`config.mk`:
```
export PLATFORM = sky130hd
export DESIGN_NAME = owsl_slave
export DESIGN_NICKNAME = d
export VERILOG_FILES = /design/src/owsl_pkg.sv /design/src/owsl_line_sync.sv /design/src/owsl_slave.sv
export SDC_FILE = /design/constraint.sdc
export NUM_CORES = 1
export LEC_CHECK = 0
export BUFFER_PORTS_ARGS = -buffer_cell sky130_fd_sc_hd__buf_2
export CORE_ASPECT_RATIO = 0.75
export CORE_MARGIN = 3
export CORE_UTILIZATION = 44
export DETAILED_ROUTE_END_ITERATION = 8
export SYNTH_ARGS = -nofsm -noshare
export SYNTH_HDL_FRONTEND = slang
export SYNTH_SLANG_ARGS = --single-unit
```
`constraint.sdc`:
```
create_clock -name clk_i -period 2.7 [get_ports clk_i]
set_input_delay 0.27 -clock clk_i [delete_from_list [all_inputs] [get_ports clk_i]]
set_output_delay 0.27 -clock clk_i [all_outputs]
set_load 0.005 [all_outputs]
```
`src/owsl_pkg.sv`:
```
`default_nettype none
package owsl_pkg;
	localparam int unsigned CLK_MHZ          = 100;
	localparam int unsigned TMR_W            = 20;
	localparam int unsigned ROM_BITS         = 64;
	// times in microseconds, picked inside the allowed windows
	localparam int unsigned SLOT_SAMPLE_US   = 30;
	localparam int unsigned PRESENCE_WAIT_US = 30;
	localparam int unsigned PRESENCE_LOW_US  = 120;
	localparam int unsigned RESET_DETECT_US  = 240;
	localparam int unsigned IRQ_PULSE_US     = 1920;
	localparam int unsigned SLOT_SAMPLE_CYC  = SLOT_SAMPLE_US * CLK_MHZ;
	localparam int unsigned PRESENCE_WAIT_CYC = PRESENCE_WAIT_US * CLK_MHZ;
	localparam int unsigned PRESENCE_LOW_CYC = PRESENCE_LOW_US * CLK_MHZ;
	localparam int unsigned RESET_DETECT_CYC = RESET_DETECT_US * CLK_MHZ;
	localparam int unsigned IRQ_PULSE_CYC    = IRQ_PULSE_US * CLK_MHZ;
	// rom function commands
	localparam logic [7:0] CMD_READ_ROM      = 8'h33;
	localparam logic [7:0] CMD_MATCH_ROM     = 8'h55;
	localparam logic [7:0] CMD_SKIP_ROM      = 8'hCC;
	localparam logic [7:0] CMD_SEARCH_ROM    = 8'hF0;
	localparam logic [7:0] CMD_SEARCH_IRQ    = 8'hEC;
	// alarm_status register and its field positions
	localparam logic [15:0] ALARM_STATUS_ADDR = 16'h0200;
	localparam int unsigned CYCLE_FLAG_POS    = 0;
	localparam int unsigned INTERVAL_FLAG_POS = 1;
	localparam int unsigned CLOCK_FLAG_POS    = 2;
	localparam logic [7:0] ALARM_STATUS_RESET = 8'h00;

	typedef struct packed {
		logic clock;
		logic interval;
		logic cycle;
	} owsl_alarm_s;

	typedef enum logic [3:0] {
		S_PRES_WAIT = 4'h0,
		S_PRES_LOW  = 4'h1,
		S_ROM_CMD   = 4'h2,
		S_READ_ROM  = 4'h3,
		S_MATCH     = 4'h4,
		S_SEARCH    = 4'h5,
		S_MEM       = 4'h6,
		S_SILENT    = 4'h7,
		S_IRQ_PULSE = 4'h8
	} owsl_state_e;
endpackage
`default_nettype wire

```
`src/owsl_line_sync.sv`:
```
`timescale 1ns/10ps
`default_nettype none
module owsl_line_sync (
	input  wire logic clk_i,
	input  wire logic arst_n_i,
	input  wire logic line_i,
	output logic      level_o,
	output logic      fall_o,
	output logic      rise_o
);
	logic meta;
	logic stable;
	logic prev;
	logic next_meta;
	logic next_stable;
	logic next_prev;

	// the idle bus is high, so every stage resets high
	always_comb begin
		next_meta   = line_i;
		next_stable = meta;
		next_prev   = stable;
	end

	always_ff @(posedge clk_i or negedge arst_n_i) begin
		if (!arst_n_i) begin
			meta   <= 1'b1;
			stable <= 1'b1;
			prev   <= 1'b1;
		end else begin
			meta   <= next_meta;
			stable <= next_stable;
			prev   <= next_prev;
		end
	end

	assign level_o = stable;
	assign fall_o  = prev & ~stable;
	assign rise_o  = ~prev & stable;
endmodule // owsl_line_sync
`default_nettype wire

```
`src/owsl_slave.sv`:
```
`timescale 1ns/10ps
`default_nettype none
// Operation
// RQ1: transactions run reset/presence, rom command, memory command, then data.
// RQ2: after presence one rom command of exactly eight bits follows.
// RQ3: command 33h sends family code, 48-bit serial, crc, lsb first.
// RQ4: command 55h compares 64 bits; mismatch stays silent until reset.
// RQ5: command CCh goes straight to memory command reception.
// RQ6: command F0h: send bit, send complement, receive chosen bit.
// RQ7: search bit mismatch drops the device out until reset.
// RQ8: command ECh searches only with unacknowledged interrupt, else silent.
// RQ9: master holds reset low at least 480 us, then releases.
// RQ10: after reset rise wait 15-60 us, then presence low 60-240 us.
// RQ11: master samples the bus 480 us after reset to see interrupts.
// RQ12: master keeps reset low plus release time under 960 us.
// RQ13: each slot starts at a falling edge that starts the sample delay.
// RQ14: read slot zero holds line low for the delay; one releases.
// RQ15: alarm sets its flag; enabled alarm pulls interrupt output low.
// RQ16: condition ends on status read or enable bit set to one.
// RQ17: reset arms spontaneous interrupt, any falling edge disarms it; the code disarms only on falls while drive is off.
// RQ18: armed spontaneous interrupt pulls bus low 960-3840 us, then presence.
// RQ19: alarm during presence postpones the pulse until presence ends.
// RQ20: unsent interrupt stretches the next reset to 960-3840 us low.
// RQ21: alarm during reset low asserts the pulse at once.
// RQ22: at power-on send presence, stretch next reset, send presence again; the code stretches the next reset only with an enabled flag set.
// RQ23: signal at every reset until acknowledged, delayed or after presence.
// RQ24: bus idles high; low beyond 120 us may reset devices.
module owsl_slave #(
	// arbitrary identity value, not tied to any product
	parameter logic [63:0] ROM_ID            = 64'hA5C3_0000_1234_5601,
	parameter int unsigned RESET_DETECT_CYC  = owsl_pkg::RESET_DETECT_CYC,
	parameter int unsigned PRESENCE_LOW_CYC  = owsl_pkg::PRESENCE_LOW_CYC,
	parameter int unsigned IRQ_PULSE_CYC     = owsl_pkg::IRQ_PULSE_CYC,
	parameter int unsigned SLOT_SAMPLE_CYC   = owsl_pkg::SLOT_SAMPLE_CYC,
	parameter int unsigned PRESENCE_WAIT_CYC = owsl_pkg::PRESENCE_WAIT_CYC
) (
	input  wire logic                  clk_i,
	input  wire logic                  arst_n_i,
	input  wire logic                  line_i,
	output logic                       line_o,
	output logic                       line_oe_o,
	output logic                       irq_o,
	output logic                       irq_oe_o,
	input  wire owsl_pkg::owsl_alarm_s alarm_i,
	input  wire owsl_pkg::owsl_alarm_s irq_en_n_i,
	input  wire logic                  status_rd_i,
	output logic [7:0]                 status_o,
	output logic                       mem_active_o,
	output logic                       mem_rx_bit_o,
	output logic                       mem_rx_valid_o,
	input  wire logic                  mem_tx_bit_i
);
	import owsl_pkg::*;

	localparam logic [TMR_W-1:0] T_SAMPLE = TMR_W'(SLOT_SAMPLE_CYC - 1);
	localparam logic [TMR_W-1:0] T_PWAIT  = TMR_W'(PRESENCE_WAIT_CYC - 1);
	localparam logic [TMR_W-1:0] T_PLOW   = TMR_W'(PRESENCE_LOW_CYC - 1);
	localparam logic [TMR_W-1:0] T_RDET   = TMR_W'(RESET_DETECT_CYC - 1);
	localparam logic [TMR_W-1:0] T_IRQ    = TMR_W'(IRQ_PULSE_CYC - 1);

	logic ln;
	logic fall;
	logic rise;

	owsl_line_sync u_sync (
		.clk_i    (clk_i),
		.arst_n_i (arst_n_i),
		.line_i   (line_i),
		.level_o  (ln),
		.fall_o   (fall),
		.rise_o   (rise)
	);

	// fsm and slot engine state
	owsl_state_e      state;
	owsl_state_e      next_state;
	logic [TMR_W-1:0] tmr;
	logic [TMR_W-1:0] next_tmr;
	logic [TMR_W-1:0] slot_tmr;
	logic [TMR_W-1:0] next_slot_tmr;
	logic             slot_busy;
	logic             next_slot_busy;
	logic             drive;
	logic             next_drive;
	logic [7:0]       cmd;
	logic [7:0]       next_cmd;
	logic [5:0]       bitn;
	logic [5:0]       next_bitn;
	logic [1:0]       phase;
	logic [1:0]       next_phase;
	logic             stretched;
	logic             next_stretched;
	logic             rx_bit;
	logic             next_rx_bit;
	logic             rx_valid;
	logic             next_rx_valid;

	// reset pulse detection
	logic [TMR_W-1:0] low_cnt;
	logic [TMR_W-1:0] next_low_cnt;
	logic             rst_seen;
	logic             next_rst_seen;
	logic             reset_evt;

	// interrupt state
	logic [2:0] flags;
	logic [2:0] next_flags;
	logic       cond_q;
	logic       next_cond_q;
	logic       armed;
	logic       next_armed;
	logic       spont_pend;
	logic       next_spont_pend;
	logic       self_comm;
	logic       next_self_comm;
	logic       irq_cond;
	logic       go_spont;
	logic       go_stretch;

	// slot decode helpers
	logic       tx_en;
	logic       tx_bit;
	logic       slot_done;
	logic       rom_bit;
	logic [7:0] cmd_full;

	assign irq_cond = |(flags & ~irq_en_n_i); // RQ15 RQ16
	assign reset_evt = rise & rst_seen;
	assign rom_bit = ROM_ID[bitn];
	assign slot_done = slot_busy && (slot_tmr == T_SAMPLE);
	assign cmd_full = {ln, cmd[7:1]};

	// spontaneous pulse only on a quiet, armed, high line
	assign go_spont = spont_pend && armed && irq_cond && ln && !drive
		&& !slot_busy && (state == S_ROM_CMD || state == S_SILENT); // RQ17 RQ19
	// reset seen low and no self communication: lengthen it
	assign go_stretch = rst_seen && !ln && irq_cond && !self_comm
		&& !stretched && (state != S_IRQ_PULSE); // RQ20 RQ21 RQ23

	always_comb begin
		tx_en  = 1'b0;
		tx_bit = 1'b1;
		case (state)
			S_READ_ROM: begin
				tx_en  = 1'b1;
				tx_bit = rom_bit; // RQ3
			end
			S_SEARCH: begin
				tx_en  = (phase != 2'd2);
				tx_bit = (phase == 2'd0) ? rom_bit : ~rom_bit; // RQ6
			end
			S_MEM: begin
				tx_en  = 1'b1;
				tx_bit = mem_tx_bit_i;
			end
			default: begin
				tx_en  = 1'b0;
				tx_bit = 1'b1;
			end
		endcase
	end

	// low time counter; a low counts as a reset when it reaches the detect count while drive is off
	always_comb begin
		next_low_cnt  = low_cnt;
		next_rst_seen = rst_seen;
		if (ln) begin
			next_low_cnt = '0;
		end else if (low_cnt != T_RDET) begin
			next_low_cnt = low_cnt + 1'b1;
		end
		if (!ln && !drive && low_cnt == T_RDET) begin
			next_rst_seen = 1'b1; // RQ24
		end else if (rise) begin
			next_rst_seen = 1'b0;
		end
	end

	always_ff @(posedge clk_i or negedge arst_n_i) begin
		if (!arst_n_i) begin
			low_cnt  <= '0;
			rst_seen <= 1'b0;
		end else begin
			low_cnt  <= next_low_cnt;
			rst_seen <= next_rst_seen;
		end
	end

	always_comb begin
		next_state     = state;
		next_tmr       = tmr;
		next_slot_tmr  = slot_tmr;
		next_slot_busy = slot_busy;
		next_drive     = drive;
		next_cmd       = cmd;
		next_bitn      = bitn;
		next_phase     = phase;
		next_stretched = stretched;
		next_rx_bit    = rx_bit;
		next_rx_valid  = 1'b0;
		// slot engine: fall starts the delay, expiry samples the line
		if (fall && !drive && state >= S_ROM_CMD && state <= S_MEM) begin
			next_slot_busy = 1'b1;
			next_slot_tmr  = '0;
			next_drive     = tx_en && !tx_bit; // RQ13 RQ14
		end else if (slot_busy) begin
			next_slot_tmr = slot_tmr + 1'b1;
			if (slot_done) begin
				next_slot_busy = 1'b0;
				next_drive     = 1'b0; // RQ14
			end
		end
		if (slot_done) begin
			case (state)
				S_ROM_CMD: begin
					next_cmd  = cmd_full; // RQ2
					next_bitn = bitn + 1'b1;
					if (bitn == 6'd7) begin
						next_bitn  = '0;
						next_phase = '0;
						if (cmd_full == CMD_READ_ROM) begin
							next_state = S_READ_ROM; // RQ3
						end else if (cmd_full == CMD_MATCH_ROM) begin
							next_state = S_MATCH; // RQ4
						end else if (cmd_full == CMD_SKIP_ROM) begin
							next_state = S_MEM; // RQ5
						end else if (cmd_full == CMD_SEARCH_ROM) begin
							next_state = S_SEARCH; // RQ6
						end else if (cmd_full == CMD_SEARCH_IRQ) begin
							next_state = irq_cond ? S_SEARCH : S_SILENT; // RQ8
						end else begin
							next_state = S_SILENT;
						end
					end
				end
				S_READ_ROM: begin
					next_bitn = bitn + 1'b1;
					if (bitn == 6'd63) begin
						next_state = S_MEM;
					end
				end
				S_MATCH: begin
					next_bitn = bitn + 1'b1;
					if (ln != rom_bit) begin
						next_state = S_SILENT; // RQ4
					end else if (bitn == 6'd63) begin
						next_state = S_MEM; // RQ4
					end
				end
				S_SEARCH: begin
					next_phase = phase + 1'b1;
					if (phase == 2'd2) begin
						next_phase = '0;
						next_bitn  = bitn + 1'b1;
						if (ln != rom_bit) begin
							next_state = S_SILENT; // RQ7
						end else if (bitn == 6'd63) begin
							next_state = S_MEM;
						end
					end
				end
				S_MEM: begin
					next_rx_bit   = ln; // RQ1
					next_rx_valid = 1'b1;
				end
				default: begin
					next_state = state;
				end
			endcase
		end
		case (state)
			S_PRES_WAIT: begin
				next_tmr = ln ? tmr + 1'b1 : '0;
				if (ln && tmr == T_PWAIT) begin
					next_state = S_PRES_LOW; // RQ10
					next_tmr   = '0;
					next_drive = 1'b1;
				end
			end
			S_PRES_LOW: begin
				next_tmr = tmr + 1'b1;
				if (tmr == T_PLOW) begin
					next_state = S_ROM_CMD; // RQ10 RQ1
					next_tmr   = '0;
					next_drive = 1'b0;
					next_bitn  = '0;
				end
			end
			S_IRQ_PULSE: begin
				next_tmr = tmr + 1'b1;
				if (tmr == T_IRQ) begin
					next_state = S_PRES_WAIT; // RQ18
					next_tmr   = '0;
					next_drive = 1'b0;
				end
			end
			default: begin
				next_tmr = tmr;
			end
		endcase
		// a detected reset aborts any transfer; selection lapses
		if (reset_evt && state != S_IRQ_PULSE) begin
			next_state     = S_PRES_WAIT; // RQ1 RQ4 RQ7
			next_tmr       = '0;
			next_slot_busy = 1'b0;
			next_drive     = 1'b0;
			next_bitn      = '0;
		end
		if (reset_evt) begin
			next_stretched = 1'b0;
		end
		if (go_stretch || go_spont) begin
			next_state     = S_IRQ_PULSE; // RQ18 RQ20 RQ21
			next_tmr       = '0;
			next_slot_busy = 1'b0;
			next_drive     = 1'b1;
			next_stretched = go_stretch;
		end
	end

	// power-on begins with a presence pulse
	always_ff @(posedge clk_i or negedge arst_n_i) begin
		if (!arst_n_i) begin
			state     <= S_PRES_WAIT; // RQ22
			tmr       <= '0;
			slot_tmr  <= '0;
			slot_busy <= 1'b0;
			drive     <= 1'b0;
			cmd       <= '0;
			bitn      <= '0;
			phase     <= '0;
			stretched <= 1'b0;
			rx_bit    <= 1'b0;
			rx_valid  <= 1'b0;
		end else begin
			state     <= next_state;
			tmr       <= next_tmr;
			slot_tmr  <= next_slot_tmr;
			slot_busy <= next_slot_busy;
			drive     <= next_drive;
			cmd       <= next_cmd;
			bitn      <= next_bitn;
			phase     <= next_phase;
			stretched <= next_stretched;
			rx_bit    <= next_rx_bit;
			rx_valid  <= next_rx_valid;
		end
	end

	always_comb begin
		// an alarm in the clearing cycle survives: set wins
		next_flags = (flags & ~{3{status_rd_i}}) | alarm_i; // RQ15 RQ16
		next_cond_q = irq_cond;
		next_armed = armed;
		if (fall && !drive) begin
			next_armed = 1'b0; // RQ17
		end else if (reset_evt) begin
			next_armed = 1'b1; // RQ17
		end
		// tells of the session a reset ends, so the reset clears it first
		next_self_comm = self_comm;
		if (reset_evt) begin
			next_self_comm = 1'b0;
		end else if (state == S_MEM) begin
			next_self_comm = 1'b1;
		end
		next_spont_pend = spont_pend;
		if (!irq_cond || go_spont || go_stretch) begin
			next_spont_pend = 1'b0;
		end else if (irq_cond && !cond_q) begin
			next_spont_pend = 1'b1; // RQ18 RQ19
		end else if (reset_evt && self_comm) begin
			next_spont_pend = 1'b1; // RQ23
		end
	end

	always_ff @(posedge clk_i or negedge arst_n_i) begin
		if (!arst_n_i) begin
			flags      <= ALARM_STATUS_RESET[2:0];
			cond_q     <= 1'b0;
			armed      <= 1'b0;
			spont_pend <= 1'b0;
			self_comm  <= 1'b0;
		end else begin
			flags      <= next_flags;
			cond_q     <= next_cond_q;
			armed      <= next_armed;
			spont_pend <= next_spont_pend;
			self_comm  <= next_self_comm;
		end
	end

	assign line_o         = 1'b0;
	assign line_oe_o      = drive;
	assign irq_o          = 1'b0;
	assign irq_oe_o       = cond_q; // RQ15
	assign status_o       = {5'h00, flags};
	assign mem_active_o   = (state == S_MEM);
	assign mem_rx_bit_o   = rx_bit;
	assign mem_rx_valid_o = rx_valid;
endmodule // owsl_slave
`default_nettype wire

```
# --- Word level (Yosys, flattened, before mapping) ---
# Memories as Yosys holds them, arrays and structs flattened.
# Index checks and enable logic that the tools add are counted.
word_totals:
  n_memories: 1
  ramBits: 0
  out_inout_bits: 15
  wordCells: 188
  mem_bits_ro: 64
  register_bits: 96
  latch_bits: 0
  input_bits: 11
mem_list:
  columns: ["memory", "depth", "word_bits", "read_ports", "rd_ports_with_merged_regs", "wr", "line", "source"]
  rows:
  - ["(name not given)", 64, 1, 1, 0, 0, "owsl_slave.sv:129", "assign rom_bit = ROM_ID[bitn];"]
classes:
  muxes: 70
  reduce_logical: 51
  add_sub_neg: 5
  mul: 0
  n_eq_ne: 26
  shift: 0
  bitwise_logic: 11
  n_div: 0
  order_cmp: 3
op_table:
  columns: ["op", "count"]
  rows:
  - ["two-way mux 20 bit", 10]
  - ["adder 20 x 1 -> 20 bit (second input constant)", 3]
  - ["one-hot mux 20 bit (3 select lines)", 1]
  - ["equality test 20 x 12 -> 1 bit (second input constant)", 2]
  - ["two-way mux 4 bit", 10]
  - ["two-way mux 6 bit", 6]
  - ["two-way mux 1 bit", 28]
  - ["equality test 8 bit (second input constant)", 3]
  - ["logical AND 1 bit", 22]
  - ["equality test 20 x 14 -> 1 bit (second input constant)", 1]
  - ["equality test 20 x 15 -> 1 bit (second input constant)", 1]
  - ["equality test 20 x 18 -> 1 bit (second input constant)", 1]
  - ["!= test 20 x 15 -> 1 bit (second input constant)", 1]
  - ["one-hot mux 6 bit (3 select lines)", 1]
  - ["equality test 4 x 3 -> 1 bit (second input constant)", 4]
  - ["one-hot mux 4 bit (4 select lines)", 1]
  - ["two-way mux 2 bit", 7]
  - ["nonzero test 2 bit", 7]
  - ["one-hot mux 4 bit (3 select lines)", 1]
  - ["equality test 4 x 2 -> 1 bit (second input constant)", 2]
  - ["equality test 8 x 6 -> 1 bit (second input constant)", 1]
  - ["equality test 8 x 7 -> 1 bit (second input constant)", 1]
  - ["logical NOT 1 bit", 8]
  - ["less-than comparator 6 x 7 -> 1 bit (second input constant)", 1]
  - ["31 further kinds", 43]

# --- Depth between registers and ports, before layout ---
# Gate-level depths: netlist (run 1).
logic_depth:
  ltp_word: 16
  depth_mapped: 8
  ltp_nobuf: 8

# --- Hierarchy ---
# From an unflattened synthesis (run 1), not the netlist that was laid out.
hier_totals:
  cells_unflattened: 594
  hier_area_um2: 5487.8
modules_own_cells:
  columns: ["mod", "area_each_um2", "cells_each", "seq_area_each_um2", "instances"]
  rows:
  - ["owsl_slave", 5393.9, 589, 2302.2, 1]
  - ["owsl_line_sync", 93.8, 5, 78.8, 1]

# --- Least setup slack after synthesis (run 1) ---
# OpenSTA, ideal clock, no wires.
synth_path:
  kind: "flip-flop to flip-flop"
  start: "register slot_tmr[16]"
  end: "register bitn[5]"
  required_time_ns: 2.622
  t_arrival_ns: 2.166
  synth_period_minus_slack_ns: 2.244
  setup_time_ns: 0.078
  stages_incl_launch_ff: 7
  n_path_buf: 0
  path_slack_ns: 0.456
  path_cell_list: "dfrtp_1 or4_4 nor3_2 nand3_1 or3_4 or4_1 a21oi_1"
synth_between:
  elab_chain_cells: 6
synth_lines:
  columns: ["element", "line", "source"]
  rows:
  - ["start: declaration", "owsl_slave.sv:79", "logic [TMR_W-1:0] slot_tmr;"]
  - ["start signal: assignment", "owsl_slave.sv:338", "slot_tmr <= next_slot_tmr;"]
  - ["equality test 20 x 12 -> 1 bit *", "owsl_slave.sv:130", "assign slot_done = slot_busy && (slot_tmr == T_SAMPLE);"]
  - ["logical AND 1 bit *", "owsl_slave.sv:130", null]
  - ["two-way mux 6 bit *", "owsl_slave.sv:213", "if (slot_done) begin"]
  - ["two-way mux 6 bit", "owsl_slave.sv:282", "if (tmr == T_PLOW) begin"]
  - ["two-way mux 6 bit *", "owsl_slave.sv:271", "case (state)"]
  - ["two-way mux 6 bit *", "owsl_slave.sv:302", "if (reset_evt && state != S_IRQ_PULSE) begin"]
  - ["named net next_bitn[5]", "owsl_slave.sv:88", "logic [5:0] next_bitn;"]
  - ["end signal: assignment", "owsl_slave.sv:342", "bitn <= next_bitn;"]
  - ["end: declaration", "owsl_slave.sv:87", "logic [5:0] bitn;"]
# Mark *: on every way through the listed nets, which the timed path passes. The rest lies on a longest branch.
# A chain may end at the register's enable or synchronous reset.

# --- Worst setup path in the final report (run 1) ---
# Ends and elaborated chain as after synthesis.

==> impl_summary.log, run 1 <==
INFO  metric run_status = completed
INFO  metric synth_cell_types = 66
INFO  metric power_leakage = 2.63 nW
INFO  metric maximum_clock_insertion_buffer_count = 2
INFO  metric maxSlewHeadroom = 0.440
INFO  metric tritoncts = done
INFO  metric post-place-cells = 769
INFO  metric synthesis.area_per_instance = 9.14 sq um
INFO  metric synth_area = 0.00543 sq mm
INFO  metric die_area = 0.0137 sq mm
INFO  metric synth.top_cell.area_share = 0.424
INFO  metric die_width = 134 microns
INFO  metric top_level_ports = 26
INFO  metric final_layout_size_suffix_gt1_frac = 0.112
INFO  metric antennaDiodeCount = 0
INFO  metric power_density = 466 mW/mm^2
INFO  metric power.internal = 2.19 mW
INFO  metric maximum_number_of_pins_on_one_net_before_global_route_repair = 65
INFO  metric antenna_found_initial = 0
INFO  metric clock_tree.root_cell = sky130_fd_sc_hd__clkbuf_16
INFO  metric hold_slack = 6.27 ps
INFO  metric hold_class = primary input to async pin
INFO  metric h-tree-depth = 3
INFO  metric number_of_clock_sinks = 95
INFO  metric remaining_drc_errors = 0
INFO  metric synth_edf_count = 0
INFO  metric synth_largest_area_cell = sky130_fd_sc_hd__dfrtp_1
INFO  metric number_of_cell_instances_on_the_worst_register_to_register_path = 6
INFO  metric synth.yosys.seq_area_share = 0.438
INFO  metric detail_route.iter0.violations = 326
INFO  metric setup_total_negative_slack = 0 ps
INFO  metric avgViaCountPerCell = 5.50
INFO  metric worst_slew_pin_slew = 840 ps
INFO  metric worst-path-max-fanout = 5
INFO  metric gr-usage-all-layers = 0.182
INFO  metric ys_top_cells_by_count = 92 x sky130_fd_sc_hd__dfrtp_1, 84 x sky130_fd_sc_hd__nor2_1, 43 x sky130_fd_sc_hd__nand2_1, 34 x sky130_fd_sc_hd__xor2_1, 31 x sky130_fd_sc_hd__nand3_1
INFO  metric cts.repair_timing.setup_buffer_count = 0
INFO  metric synth.area.top_cells = sky130_fd_sc_hd__dfrtp_1 42%, sky130_fd_sc_hd__nor2_1 5.8%, sky130_fd_sc_hd__xor2_1 5.5%
INFO  metric crit-reg2reg-launch = slot_tmr[16]
INFO  metric gp_routability_congestion = 0.887
INFO  metric clock_latency_of_the_later_clocked_register_in_the_worst_skew_pair = 340 ps
INFO  metric netSwitchingPower = 623 uW
INFO  metric grt_pass1_wl = 20200 microns
INFO  metric regToRegSetupSlack = 250 ps
INFO  metric r2r-end = bitn[5]
INFO  metric io_buffer_count = 18
INFO  metric number_of_slew_limit_violations_in_the_final_report = 0
INFO  metric start_util = 0.459
INFO  metric synth-async-reset-ratio = 1.00
INFO  metric route.vias.total = 4320
INFO  metric worst_setup_hold_path_clk_slew = 70 ps
INFO  metric cp_data_required_time = 2970 ps
INFO  metric synth_warnings = 0
INFO  metric cp_data_arrival_time = 2720 ps
INFO  metric inserted_clock_buffers = 9
INFO  metric vertical_die_dimension = 102 microns
INFO  metric yosysMostFrequentCell = sky130_fd_sc_hd__dfrtp_1
INFO  metric place.detailed.hpwl = 8430 microns
INFO  metric power.combinational.fraction = 0.027
INFO  metric worst-setup-path-type = flip-flop to flip-flop
INFO  metric clock_skew = 6.76 ps
INFO  metric p_clk_frac = 0.457
INFO  metric overflow = 0
INFO  metric crit_path_start_kind = flip-flop
INFO  metric number_of_nets_in_the_finished_design = 637
INFO  metric synth_top_flop_cell = sky130_fd_sc_hd__dfrtp_1
INFO  metric flip_flop_and_latch_count_after_synthesis = 95
INFO  metric core = 0.0118 sq mm
INFO  metric detail_route.wl_per_cell = 15.2 microns
INFO  metric post_cts_resize_count = 0
INFO  metric sequentialPowerShare = 0.516
INFO  metric rsz0062_at_grt = false
INFO  metric min_period = 2450 ps
INFO  metric first_global_vias = 4125
INFO  metric netSwitchingFraction = 0.222
INFO  metric hold_violation_count_in_the_final_report = 0
INFO  metric first_pass_iters = 4
INFO  metric timing.critical_path.to_type = flip-flop
INFO  metric endpoints_failing_setup = 0
INFO  metric power = 2.81 mW
INFO  metric worst_ir_drop_vdd = 0.000393 V
INFO  metric postCtsHoldBufs = 0
INFO  metric drt.antenna.violating_nets = 0
INFO  metric final.period_utilization = 0.907
INFO  metric max_freq = 0.408 GHz
INFO  metric fillCellCount = 1140
INFO  metric rows = 34
INFO  metric final_cell_count_no_fill = 785
INFO  metric postSynthCellCount = 594
INFO  metric detail_route.wirelength = 11900 microns
INFO  metric timing.max_cap.violations = 0
INFO  metric syn2layout_area_growth = 11.2%
INFO  metric worst_setup_path_startpoint = slot_tmr[16]
power by group through the flow:
stage / Clock, mW / Combinational (mW) / Sequential [mW]
after global routing: 1.39 / 0.0903 / 1.45
after floorplan: 0 / 0.0368 / 1.47
after global placement: 0 / 0.0777 / 1.48
after detailed placement: 0 / 0.0801 / 1.48
after CTS: 1.33 / 0.0805 / 1.45
final: 1.29 / 0.0764 / 1.45
layout make-up:
cell class	instances	area [sq um]	area share
well taps	162	203	0.0336
clock inverters	5	63.8	0.0106
repair buffers	35	220	0.0365
multi-input cells	456	2860	0.474
clock buffers	11	233	0.0385
inverters	21	78.8	0.0130
flip-flops and latches	95	2380	0.394
worst max-delay path by stage:
| stage | slack [ps] | end | cells past startpoint |
|---|---|---|---|
| floorplan | 460 | bitn[5] | 6 |
| global placement | 330 | state[0] | 7 |
| detailed placement | 270 | state[0] | 7 |
| CTS | 260 | state[0] | 7 |
| global route | 10 | tmr[4] | 7 |
| finish | 250 | bitn[5] | 6 |
kinds of logic after synthesis:
family / count (synthesis) / synth area share
AOI/OAI and AO/OA: 96 / 0.121
and+or+nand+nor: 281 / 0.274
DFF: 95 / 0.438
buffers and inverters: 49 / 0.0396
xor gates and xnor gates: 52 / 0.0839
adders and majority gates: 8 / 0.0184
muxes: 12 / 0.0240
other: 1 / 0.000691
sequential cells by signal, indices dropped and copies added (netlist names), 2 cells and up:
| register | flops |
|---|---|
| slot_tmr | 20 |
| cmd | 7 |
| tmr | 20 |
| flags | 3 |
| bitn | 6 |
| low_cnt | 20 |
| phase | 2 |
| state | 4 |
metrics by stage:
step / setup slack [ps] / util / cell area (sq um)
floorplan: 456 / - / 5450
global placement: 333 / 0.486 / 5740
detailed placement: 272 / 0.486 / 5740
CTS: 257 / 0.511 / 6040
global route: 9.70 / 0.511 / 6040
finish: 251 / 0.511 / 6040
critical path: stages, from the launching register on:
cell and delay (ps):
sky130_fd_sc_hd__dfrtp_1 410, sky130_fd_sc_hd__or4_4 550, sky130_fd_sc_hd__nor3_2 170, sky130_fd_sc_hd__nand3_1 170, sky130_fd_sc_hd__or3_4 430, sky130_fd_sc_hd__or4_1 500
sky130_fd_sc_hd__a21oi_1 140
layout by cell type (no fill, tap or decap), drive strengths merged, types with 8 or more instances in the layout:
cell type,n
and3,13
inv,23
and2,10
nand2b,12
nand3,31
o21ai,24
clkbuf,11
nand4,9
dfrtp,92
a21oi,18
mux2,8
o211ai,9
nor3,14
xnor2,18
nor2b,8
nor2,84
nor4,8
xor2,34
ha,8
buf,35
nand2,43
or3,13
routing by layer:
layer	share of wire	vias up	track usage
li1	-	2137	-
met5	0	-	0
met3	0.040	10	0.0369
met1	0.51	2090	0.265
met4	0.011	0	0.0571
met2	0.44	83	0.276
Power figures use the tool's default switching activity.
==> run 2: changes to the inputs <==
- CORE_ASPECT_RATIO: 0.75 -> not set
- CTS_CLUSTER_SIZE: not set -> 25
==> impl_summary.log, run 2 (synthesized netlist as in run 1, its figures left out) <==
INFO  metric run_status = completed (unchanged)
INFO  metric p_clk_frac = 0.481 (was 0.457)
INFO  metric cp_data_arrival_time = 2800 ps (was 2720 ps)
INFO  metric crit_path_start_kind = flip-flop (unchanged)
INFO  metric inserted_clock_buffers = 9 (unchanged)
INFO  metric worst_setup_path_startpoint = slot_tmr[16] (unchanged)
INFO  metric worst_ir_drop_vdd = 0.000414 V (was 0.000393 V)
INFO  metric h-tree-depth = 3 (unchanged)
INFO  metric largestRegisters = low_cnt: 20 flops, slot_tmr: 20 flops, tmr: 20 flops (unchanged)
INFO  metric fillCellCount = 1094 (was 1140)
INFO  metric multi_input_logic_area = 0.00286 sq mm (unchanged)
INFO  metric antenna_found_initial = 0 (unchanged)
INFO  metric overflow = 0 (unchanged)
INFO  metric fin_util = 0.520 (was 0.511)
INFO  metric worst-path-max-fanout = 5 (unchanged)
INFO  metric first_global_vias = 4290 (was 4125)
INFO  metric power_leakage = 2.67 nW (was 2.63 nW)
INFO  metric clock_skew = 6.21 ps (was 6.76 ps)
INFO  metric worst_setup_hold_path_clk_slew = 60 ps (was 70 ps)
INFO  metric io_buffer_count = 18 (unchanged)
INFO  metric post_cts_resize_count = 0 (unchanged)
INFO  metric number_of_nets_in_the_finished_design = 639 (was 637)
INFO  metric final_layout_size_suffix_gt1_frac = 0.115 (was 0.112)
INFO  metric vertical_die_dimension = 117 microns (was 102 microns)
INFO  metric hold_class = primary input to flip-flop (was primary input to async pin)
INFO  metric place_ws = 199 ps (was 272 ps)
INFO  metric top_level_ports = 26 (unchanged)
INFO  metric r2r-end = bitn[5] (unchanged)
INFO  metric detail_route.iter0.violations = 290 (was 326)
INFO  metric mostFrequentLayoutCell = sky130_fd_sc_hd__dfrtp_1 (unchanged)
INFO  metric netSwitchingPower = 602 uW (was 623 uW)
INFO  metric crit-reg2reg-launch = slot_tmr[16] (unchanged)
INFO  metric worst-setup-path-type = flip-flop to flip-flop (unchanged)
INFO  metric number_of_slew_limit_violations_in_the_final_report = 0 (unchanged)
INFO  metric min_period = 2520 ps (was 2450 ps)
INFO  metric rows = 39 (was 34)
INFO  metric setup.worst_path.end = bitn[5] (unchanged)
INFO  metric post-route-worst-setup-slack = 176 ps (was 251 ps)
INFO  metric grt_pass1_wl = 20700 microns (was 20200 microns)
INFO  metric gr-usage-all-layers = 0.191 (was 0.182)
INFO  metric clock_latency_of_the_later_clocked_register_in_the_worst_skew_pair = 350 ps (was 340 ps)
INFO  metric power.internal = 2.35 mW (was 2.19 mW)
INFO  metric seq_area = 0.00238 sq mm (unchanged)
INFO  metric gp_routability_congestion = 0.863 (was 0.887)
INFO  metric final_cell_mix = 92 x sky130_fd_sc_hd__dfrtp_1, 84 x sky130_fd_sc_hd__nor2_1, 43 x sky130_fd_sc_hd__nand2_1, 34 x sky130_fd_sc_hd__xor2_1, 31 x sky130_fd_sc_hd__nand3_1 (unchanged)
INFO  metric first_pass_iters = 5 (was 4)
INFO  metric drt.antenna.violating_nets = 0 (unchanged)
INFO  metric syn2layout_area_growth = 12.6% (was 11.2%)
INFO  metric endpoints_failing_setup = 0 (unchanged)
INFO  metric worst_slew_pin_slew = 863 ps (was 840 ps)
INFO  metric cp_data_required_time = 2970 ps (about the same)
INFO  metric die_area = 0.0137 sq mm (about the same)
INFO  metric route.vias.total = 4313 (was 4320)
INFO  metric place.detailed.hpwl = 8570 microns (was 8430 microns)
INFO  metric power.combinational.fraction = 0.028 (was 0.027)
INFO  metric antennaDiodeCount = 0 (unchanged)
INFO  metric regToRegSetupSlack = 180 ps (was 250 ps)
INFO  metric hold_violation_count_in_the_final_report = 0 (unchanged)
INFO  metric start_util = 0.462 (was 0.459)
INFO  metric timing.max_cap.violations = 0 (unchanged)
INFO  metric remaining_drc_errors = 0 (unchanged)
INFO  metric sequentialPowerShare = 0.491 (was 0.516)
INFO  metric number_of_cell_instances_on_the_worst_register_to_register_path = 6 (unchanged)
INFO  metric rsz0062_at_grt = false (unchanged)
INFO  metric maximum_number_of_pins_on_one_net_before_global_route_repair = 49 (was 65)
INFO  metric max_freq = 0.396 GHz (was 0.408 GHz)
INFO  metric detail_route.wl_per_cell = 15.3 microns (was 15.2 microns)
INFO  metric maxSlewHeadroom = 0.425 (was 0.440)
INFO  metric avgViaCountPerCell = 5.47 (was 5.50)
INFO  metric core = 0.0118 sq mm (about the same)
INFO  metric setup_total_negative_slack = 0 ps (unchanged)
INFO  metric final.period_utilization = 0.935 (was 0.907)
INFO  metric netSwitchingFraction = 0.204 (was 0.222)
INFO  metric tritoncts = done (unchanged)
INFO  metric power_density = 483 mW/mm^2 (was 466 mW/mm^2)
INFO  metric maximum_clock_insertion_buffer_count = 2 (unchanged)
INFO  metric number_of_clock_sinks = 95 (unchanged)
INFO  metric detail_route.wirelength = 12100 microns (was 11900 microns)
INFO  metric clock_tree.root_cell = sky130_fd_sc_hd__clkbuf_16 (unchanged)
INFO  metric die_width = 117 microns (was 134 microns)
INFO  metric timing.critical_path.to_type = flip-flop (unchanged)
==> run 2: cell types whose count changed in the layout (fill, tap and decap cells not counted) <==
| cell | delta |
|---|---|
| sky130_fd_sc_hd__bufinv_16 | +1 |
| sky130_fd_sc_hd__clkinvlp_4 | -1 |
| sky130_fd_sc_hd__clkinv_4 | -1 |
| sky130_fd_sc_hd__inv_6 | -2 |
| sky130_fd_sc_hd__clkbuf_1 | -1 |
| sky130_fd_sc_hd__dlygate4sd3_1 | +1 |
| sky130_fd_sc_hd__buf_12 | +1 |
| sky130_fd_sc_hd__clkbuf_8 | +3 |
| sky130_fd_sc_hd__clkinv_2 | +1 |
==> run 2: timing repair <==
action | CTS | global route
hold buffers | 1 | 0
buffers inserted | 0 | 0
hold endpoints to repair | 44 | 0
endpoints found under the setup margin | 0 | 0
==> run 2: critical path, cell delays in order (launching register included) <==
cell                      delay [ps]
sky130_fd_sc_hd__dfrtp_1         420
sky130_fd_sc_hd__or4_4           560
sky130_fd_sc_hd__nor3_2          170
sky130_fd_sc_hd__nand3_1         200
sky130_fd_sc_hd__or3_4           440
sky130_fd_sc_hd__or4_1           510
sky130_fd_sc_hd__a21oi_1         160
==> run 2: power by group through the flow <==
stage | logic, mW | registers, mW | clock network (mW)
floorplan | 0.0368 | 1.47 | 0
detailed placement | 0.0834 | 1.48 | 0
CTS | 0.0851 | 1.45 | 1.47
finish | 0.0819 | 1.45 | 1.42
global route | 0.0942 | 1.45 | 1.52
global placement | 0.0816 | 1.48 | 0
==> run 2: area by class of cell <==
class | count | share of cell area
well taps | 164 | 0.0336
repair buffers | 37 | 0.0409
inverters | 21 | 0.0129
flip-flops and latches | 95 | 0.390
multi-input cells | 456 | 0.468
clock buffers | 13 | 0.0442
clock inverters | 3 | 0.0106
==> run 2: stage by stage <==
step           hold slack, ps  instance area, sq um  cells  total power [mW]
6_report                 20.5                  6110    789              2.95
5_1_grt                  1.81                  6110    789              3.06
4_1_cts                  1.51                  6110    789              3.01
3_5_place_dp              335                  5770    772              1.56
3_3_place_gp              336                  5770    772              1.56
2_1_floorplan           -25.6                  5450    600              1.51
==> run 2: how the worst min path moves through the flow <==
stage,start,end,cells past startpoint,slack [ps]
after floorplan,arst_n_i,armed,0,-30
final,line_i,u_sync.meta,1,20
after detailed placement,arst_n_i,bitn[1],1,330
after global routing,line_i,u_sync.meta,1,2
after global placement,arst_n_i,bitn[1],1,340
after CTS,line_i,u_sync.meta,1,2
==> run 2: per-layer routing <==
metal	up-vias	GRT usage	share of wire
met5	-	0	0
met4	0	0.0489	0.013
met3	13	0.0540	0.037
met2	63	0.303	0.47
met1	2096	0.258	0.48
li1	2141	-	-
==> run 3: changes to the inputs <==
- CORE_UTILIZATION: 44 -> 45
- SYNTH_HIERARCHICAL: not set -> 1
==> impl_summary.log, run 3 <==
INFO  metric combinational_family_with_the_most_area_after_synthesis = simple AND/OR/NAND/NOR gates (unchanged)
INFO  metric antenna_found_initial = 0 (unchanged)
INFO  metric top_level_ports = 26 (unchanged)
INFO  metric tritoncts = done (unchanged)
INFO  metric timing.max_cap.violations = 0 (unchanged)
INFO  metric run_status = completed (unchanged)
INFO  metric min_period = 2530 ps (was 2520 ps)
INFO  metric synth.yosys.seq_area_share = 0.434 (was 0.438)
INFO  metric max_stage_delay = 710 ps (was 560 ps)
INFO  metric maxSlewHeadroom = 0.632 (was 0.425)
INFO  metric route.vias.total = 4459 (was 4313)
INFO  metric detailed_place.area = 0.00582 sq mm (was 0.00577 sq mm)
INFO  metric synth_area = 0.00549 sq mm (was 0.00543 sq mm)
INFO  metric timing.critical_path.to_type = flip-flop (unchanged)
INFO  metric synth_largest_area_cell = sky130_fd_sc_hd__dfrtp_1 (unchanged)
INFO  metric power_leakage = 2.67 nW (about the same)
INFO  metric worst_setup_path_startpoint = u_sync/level_o (was slot_tmr[16])
INFO  metric synth_edf_count = 0 (unchanged)
INFO  metric worst-path-max-fanout = 12 (was 5)
INFO  metric number_of_slew_limit_violations_in_the_final_report = 0 (unchanged)
INFO  metric crit-reg2reg-launch = u_sync/level_o (was slot_tmr[16])
INFO  metric vertical_die_dimension = 116 microns (was 117 microns)
INFO  metric synth_top_flop_cell = sky130_fd_sc_hd__dfrtp_1 (unchanged)
INFO  metric maximum_clock_insertion_buffer_count = 2 (unchanged)
INFO  metric synth.top_cell.area_share = 0.420 (was 0.424)
INFO  metric number_of_clock_sinks = 95 (unchanged)
INFO  metric first_global_vias = 4274 (was 4290)
INFO  metric yosysMostFrequentCell = sky130_fd_sc_hd__dfrtp_1 (unchanged)
INFO  metric worst_slew_pin_slew = 544 ps (was 863 ps)
INFO  metric crit_path_start_kind = flip-flop (unchanged)
INFO  metric final_cell_mix = 92 x sky130_fd_sc_hd__dfrtp_1, 66 x sky130_fd_sc_hd__nor2_1, 52 x sky130_fd_sc_hd__nand2_1, 35 x sky130_fd_sc_hd__o21ai_0, 30 x sky130_fd_sc_hd__nand3_1 (was 92 x sky130_fd_sc_hd__dfrtp_1, 84 x sky130_fd_sc_hd__nor2_1, 43 x sky130_fd_sc_hd__nand2_1, 34 x sky130_fd_sc_hd__xor2_1, 31 x sky130_fd_sc_hd__nand3_1)
INFO  metric number_of_cell_instances_on_the_worst_register_to_register_path = 6 (unchanged)
INFO  metric flip_flop_and_latch_count_after_synthesis = 95 (unchanged)
INFO  metric endpoints_failing_setup = 0 (unchanged)
INFO  metric synthesis.area_per_instance = 9.24 sq um (was 9.14 sq um)
INFO  metric synth_xor_area_frac = 0.0591 (was 0.0839)
INFO  metric clock_skew = 8.59 ps (was 6.21 ps)
INFO  metric clock_tree.root_cell = sky130_fd_sc_hd__clkbuf_16 (unchanged)
INFO  metric worst_ir_drop_vdd = 0.000303 V (was 0.000414 V)
INFO  metric fin_util = 0.529 (was 0.520)
INFO  metric cp_data_arrival_time = 2820 ps (was 2800 ps)
INFO  metric cp_data_required_time = 2990 ps (was 2970 ps)
INFO  metric post_synth_fa_ha_maj_area_fraction = 0.0182 (was 0.0184)
INFO  metric avgViaCountPerCell = 5.77 (was 5.47)
INFO  metric largestRegisters = low_cnt: 20 flops, slot_tmr: 20 flops, tmr: 20 flops (unchanged)
INFO  metric synth_simple_gate_area_frac = 0.290 (was 0.274)
INFO  metric max_freq = 0.395 GHz (was 0.396 GHz)
INFO  metric worst_setup_hold_path_clk_slew = 70 ps (was 60 ps)
INFO  metric final.period_utilization = 0.937 (was 0.935)
INFO  metric hold_violation_count_in_the_final_report = 0 (unchanged)
INFO  metric final_layout_size_suffix_gt1_frac = 0.143 (was 0.115)
INFO  metric synth_warnings = 6 (was 0)
INFO  metric io_buffer_count = 18 (unchanged)
INFO  metric synth.area.top_cells = sky130_fd_sc_hd__dfrtp_1 42%, sky130_fd_sc_hd__nor2_1 4.5%, sky130_fd_sc_hd__xor2_1 4.5% (was sky130_fd_sc_hd__dfrtp_1 42%, sky130_fd_sc_hd__nor2_1 5.8%, sky130_fd_sc_hd__xor2_1 5.5%)
INFO  metric mostFrequentLayoutCell = sky130_fd_sc_hd__dfrtp_1 (unchanged)
INFO  metric detail_route.iter0.violations = 244 (was 290)
INFO  metric grt_pass1_wl = 21200 microns (was 20700 microns)
INFO  metric die_width = 116 microns (was 117 microns)
INFO  metric number_of_nets_in_the_finished_design = 644 (was 639)
INFO  metric overflow = 0 (unchanged)
INFO  metric regToRegSetupSlack = 170 ps (was 180 ps)
INFO  metric die_area = 0.0136 sq mm (was 0.0137 sq mm)
INFO  metric fillCellCount = 1087 (was 1094)
INFO  metric syn2layout_area_growth = 12.4% (was 12.6%)
INFO  metric ys_top_cells_by_count = 92 x sky130_fd_sc_hd__dfrtp_1, 66 x sky130_fd_sc_hd__nor2_1, 52 x sky130_fd_sc_hd__nand2_1, 35 x sky130_fd_sc_hd__o21ai_0, 30 x sky130_fd_sc_hd__nand3_1 (was 92 x sky130_fd_sc_hd__dfrtp_1, 84 x sky130_fd_sc_hd__nor2_1, 43 x sky130_fd_sc_hd__nand2_1, 34 x sky130_fd_sc_hd__xor2_1, 31 x sky130_fd_sc_hd__nand3_1)
INFO  metric synth_cell_types = 74 (was 66)
INFO  metric detail_route.wirelength = 12400 microns (was 12100 microns)
INFO  metric rows = 39 (unchanged)
INFO  metric place.detailed.hpwl = 8740 microns (was 8570 microns)
INFO  metric final_cell_count_no_fill = 773 (was 789)
INFO  metric hold_class = primary input to flip-flop (unchanged)
INFO  metric inserted_clock_buffers = 9 (unchanged)
INFO  metric core = 0.0117 sq mm (was 0.0118 sq mm)
INFO  metric h-tree-depth = 3 (unchanged)
INFO  metric synth-async-reset-ratio = 1.00 (unchanged)
INFO  metric multi_input_logic_area = 0.00296 sq mm (was 0.00286 sq mm)
INFO  metric start_util = 0.471 (was 0.462)
INFO  metric design_area = 0.00617 sq mm (was 0.00611 sq mm)
INFO  metric path_cells = or4b_2, o211ai_1, nor3_2, or3_1, nor3b_1, a21o_1 (was or4_4, nor3_2, nand3_1, or3_4, or4_1, a21oi_1)
INFO  metric critical-path-slowest-cell = sky130_fd_sc_hd__or4b_2 (was sky130_fd_sc_hd__or4_4)
INFO  metric synth_compound_gate_area_share = 0.133 (was 0.121)
INFO  metric postSynthCellCount = 594 (unchanged)
INFO  metric drt.antenna.violating_nets = 0 (unchanged)
INFO  metric setup.worst_path.end = tmr[2] (was bitn[5])
INFO  metric power_density = 462 mW/mm^2 (was 483 mW/mm^2)
INFO  metric first_pass_iters = 4 (was 5)
INFO  metric post-place-cells = 754 (was 772)
INFO  metric rsz0062_at_grt = false (unchanged)
INFO  metric power = 2.85 mW (was 2.95 mW)
INFO  metric clock_latency_of_the_later_clocked_register_in_the_worst_skew_pair = 350 ps (about the same)
INFO  metric setup_total_negative_slack = 0 ps (unchanged)
INFO  metric maximum_number_of_pins_on_one_net_before_global_route_repair = 57 (was 49)
INFO  metric seq_area = 0.00238 sq mm (unchanged)
INFO  metric worst-setup-path-type = flip-flop to flip-flop (unchanged)
INFO  metric gp_routability_congestion = 0.855 (was 0.863)
INFO  metric antennaDiodeCount = 0 (unchanged)
INFO  metric remaining_drc_errors = 0 (unchanged)
INFO  metric synth.mux.area_fraction = 0.0280 (was 0.0240)
INFO  metric gr-usage-all-layers = 0.196 (was 0.191)
INFO  metric r2r-end = tmr[2] (was bitn[5])
INFO  metric detail_route.wl_per_cell = 16.0 microns (was 15.3 microns)
[run 3: changes by cell type in the layout (fill, tap and decap cells not counted), moves of 4 or more]
cell / delta
sky130_fd_sc_hd__nor2_1: -18
sky130_fd_sc_hd__o21ai_0: +15
sky130_fd_sc_hd__a22o_1: +11
sky130_fd_sc_hd__nand2_1: +9
sky130_fd_sc_hd__xnor2_1: -9
sky130_fd_sc_hd__inv_1: -6
sky130_fd_sc_hd__nor3b_1: +6
sky130_fd_sc_hd__o211ai_1: -6
sky130_fd_sc_hd__xor2_1: -6
sky130_fd_sc_hd__nor3_1: +5
sky130_fd_sc_hd__nor4b_1: +5
sky130_fd_sc_hd__or3_1: -5
sky130_fd_sc_hd__o21ai_1: -4
[run 3: logic make-up (layout without fill, tap and decap cells)]
group	after synthesis	after routing
AND/OR/NAND/NOR	290	290
AO/OA/AOI/OAI	109	109
flip-flops	95	95
buffers and inverters	41	71
XOR/XNOR	37	37
multiplexers	13	13
adder cells (fa/ha/maj)	8	8
other	1	7
[run 3: repair_timing]
action,4_1_cts,5_1_grt
resized for setup,0,4
hold buffers,2,0
buffers inserted,0,1
hold endpoints to repair,38,0
endpoints found under the setup margin,0,14
[run 3: power breakdown]
group / total [mW] / switching, mW / internal (mW)
logic: 0.0946 / 0.0611 / 0.0335
clock network: 1.30 / 0.574 / 0.731
registers: 1.45 / 0.0110 / 1.44
[run 3: final cells by class]
cell class	count	share of cell area
multi-input cells	464	0.479
flip-flops and latches	95	0.386
repair buffers	41	0.0479
clock buffers	9	0.0365
well taps	143	0.0290
clock inverters	7	0.0130
inverters	14	0.00852
[run 3: critical path, delay by kind of cell (launching register included)]
kind               cells  cell delay [ps]
DFF                    1              430
and+or+nand+nor        4             1570
AOI/OAI and AO/OA      2              460
[run 3: worst min-delay path by stage]
| stage | from | end | slack [ps] | cells after the start |
|---|---|---|---|---|
| floorplan | arst_n_i | armed | -30 | 0 |
| global placement | arst_n_i | bitn[0] | 290 | 1 |
| detailed placement | arst_n_i | bitn[0] | 300 | 1 |
| CTS | alarm_i[2] | flags[2] | 80 | 2 |
| global route | alarm_i[1] | flags[1] | 100 | 2 |
| finish | alarm_i[2] | flags[2] | 90 | 2 |
[run 3: per-stage QoR]
stage                     hold WS, ps  setup WS, ps
after global placement            292           143
after global routing              101          11.4
after CTS                        82.0          55.0
after floorplan                 -25.6           177
final                            92.4           170
after detailed placement          297           112
[run 3: metal layers]
layer  GRT usage  wire length, microns  vias to the layer above
met4      0.0804                   261                        0
li1            -                     -                     2184
met3      0.0280                   360                       15
met5           0                     0                        -
met1       0.279                  6090                     2190
met2       0.301                  5650                       70
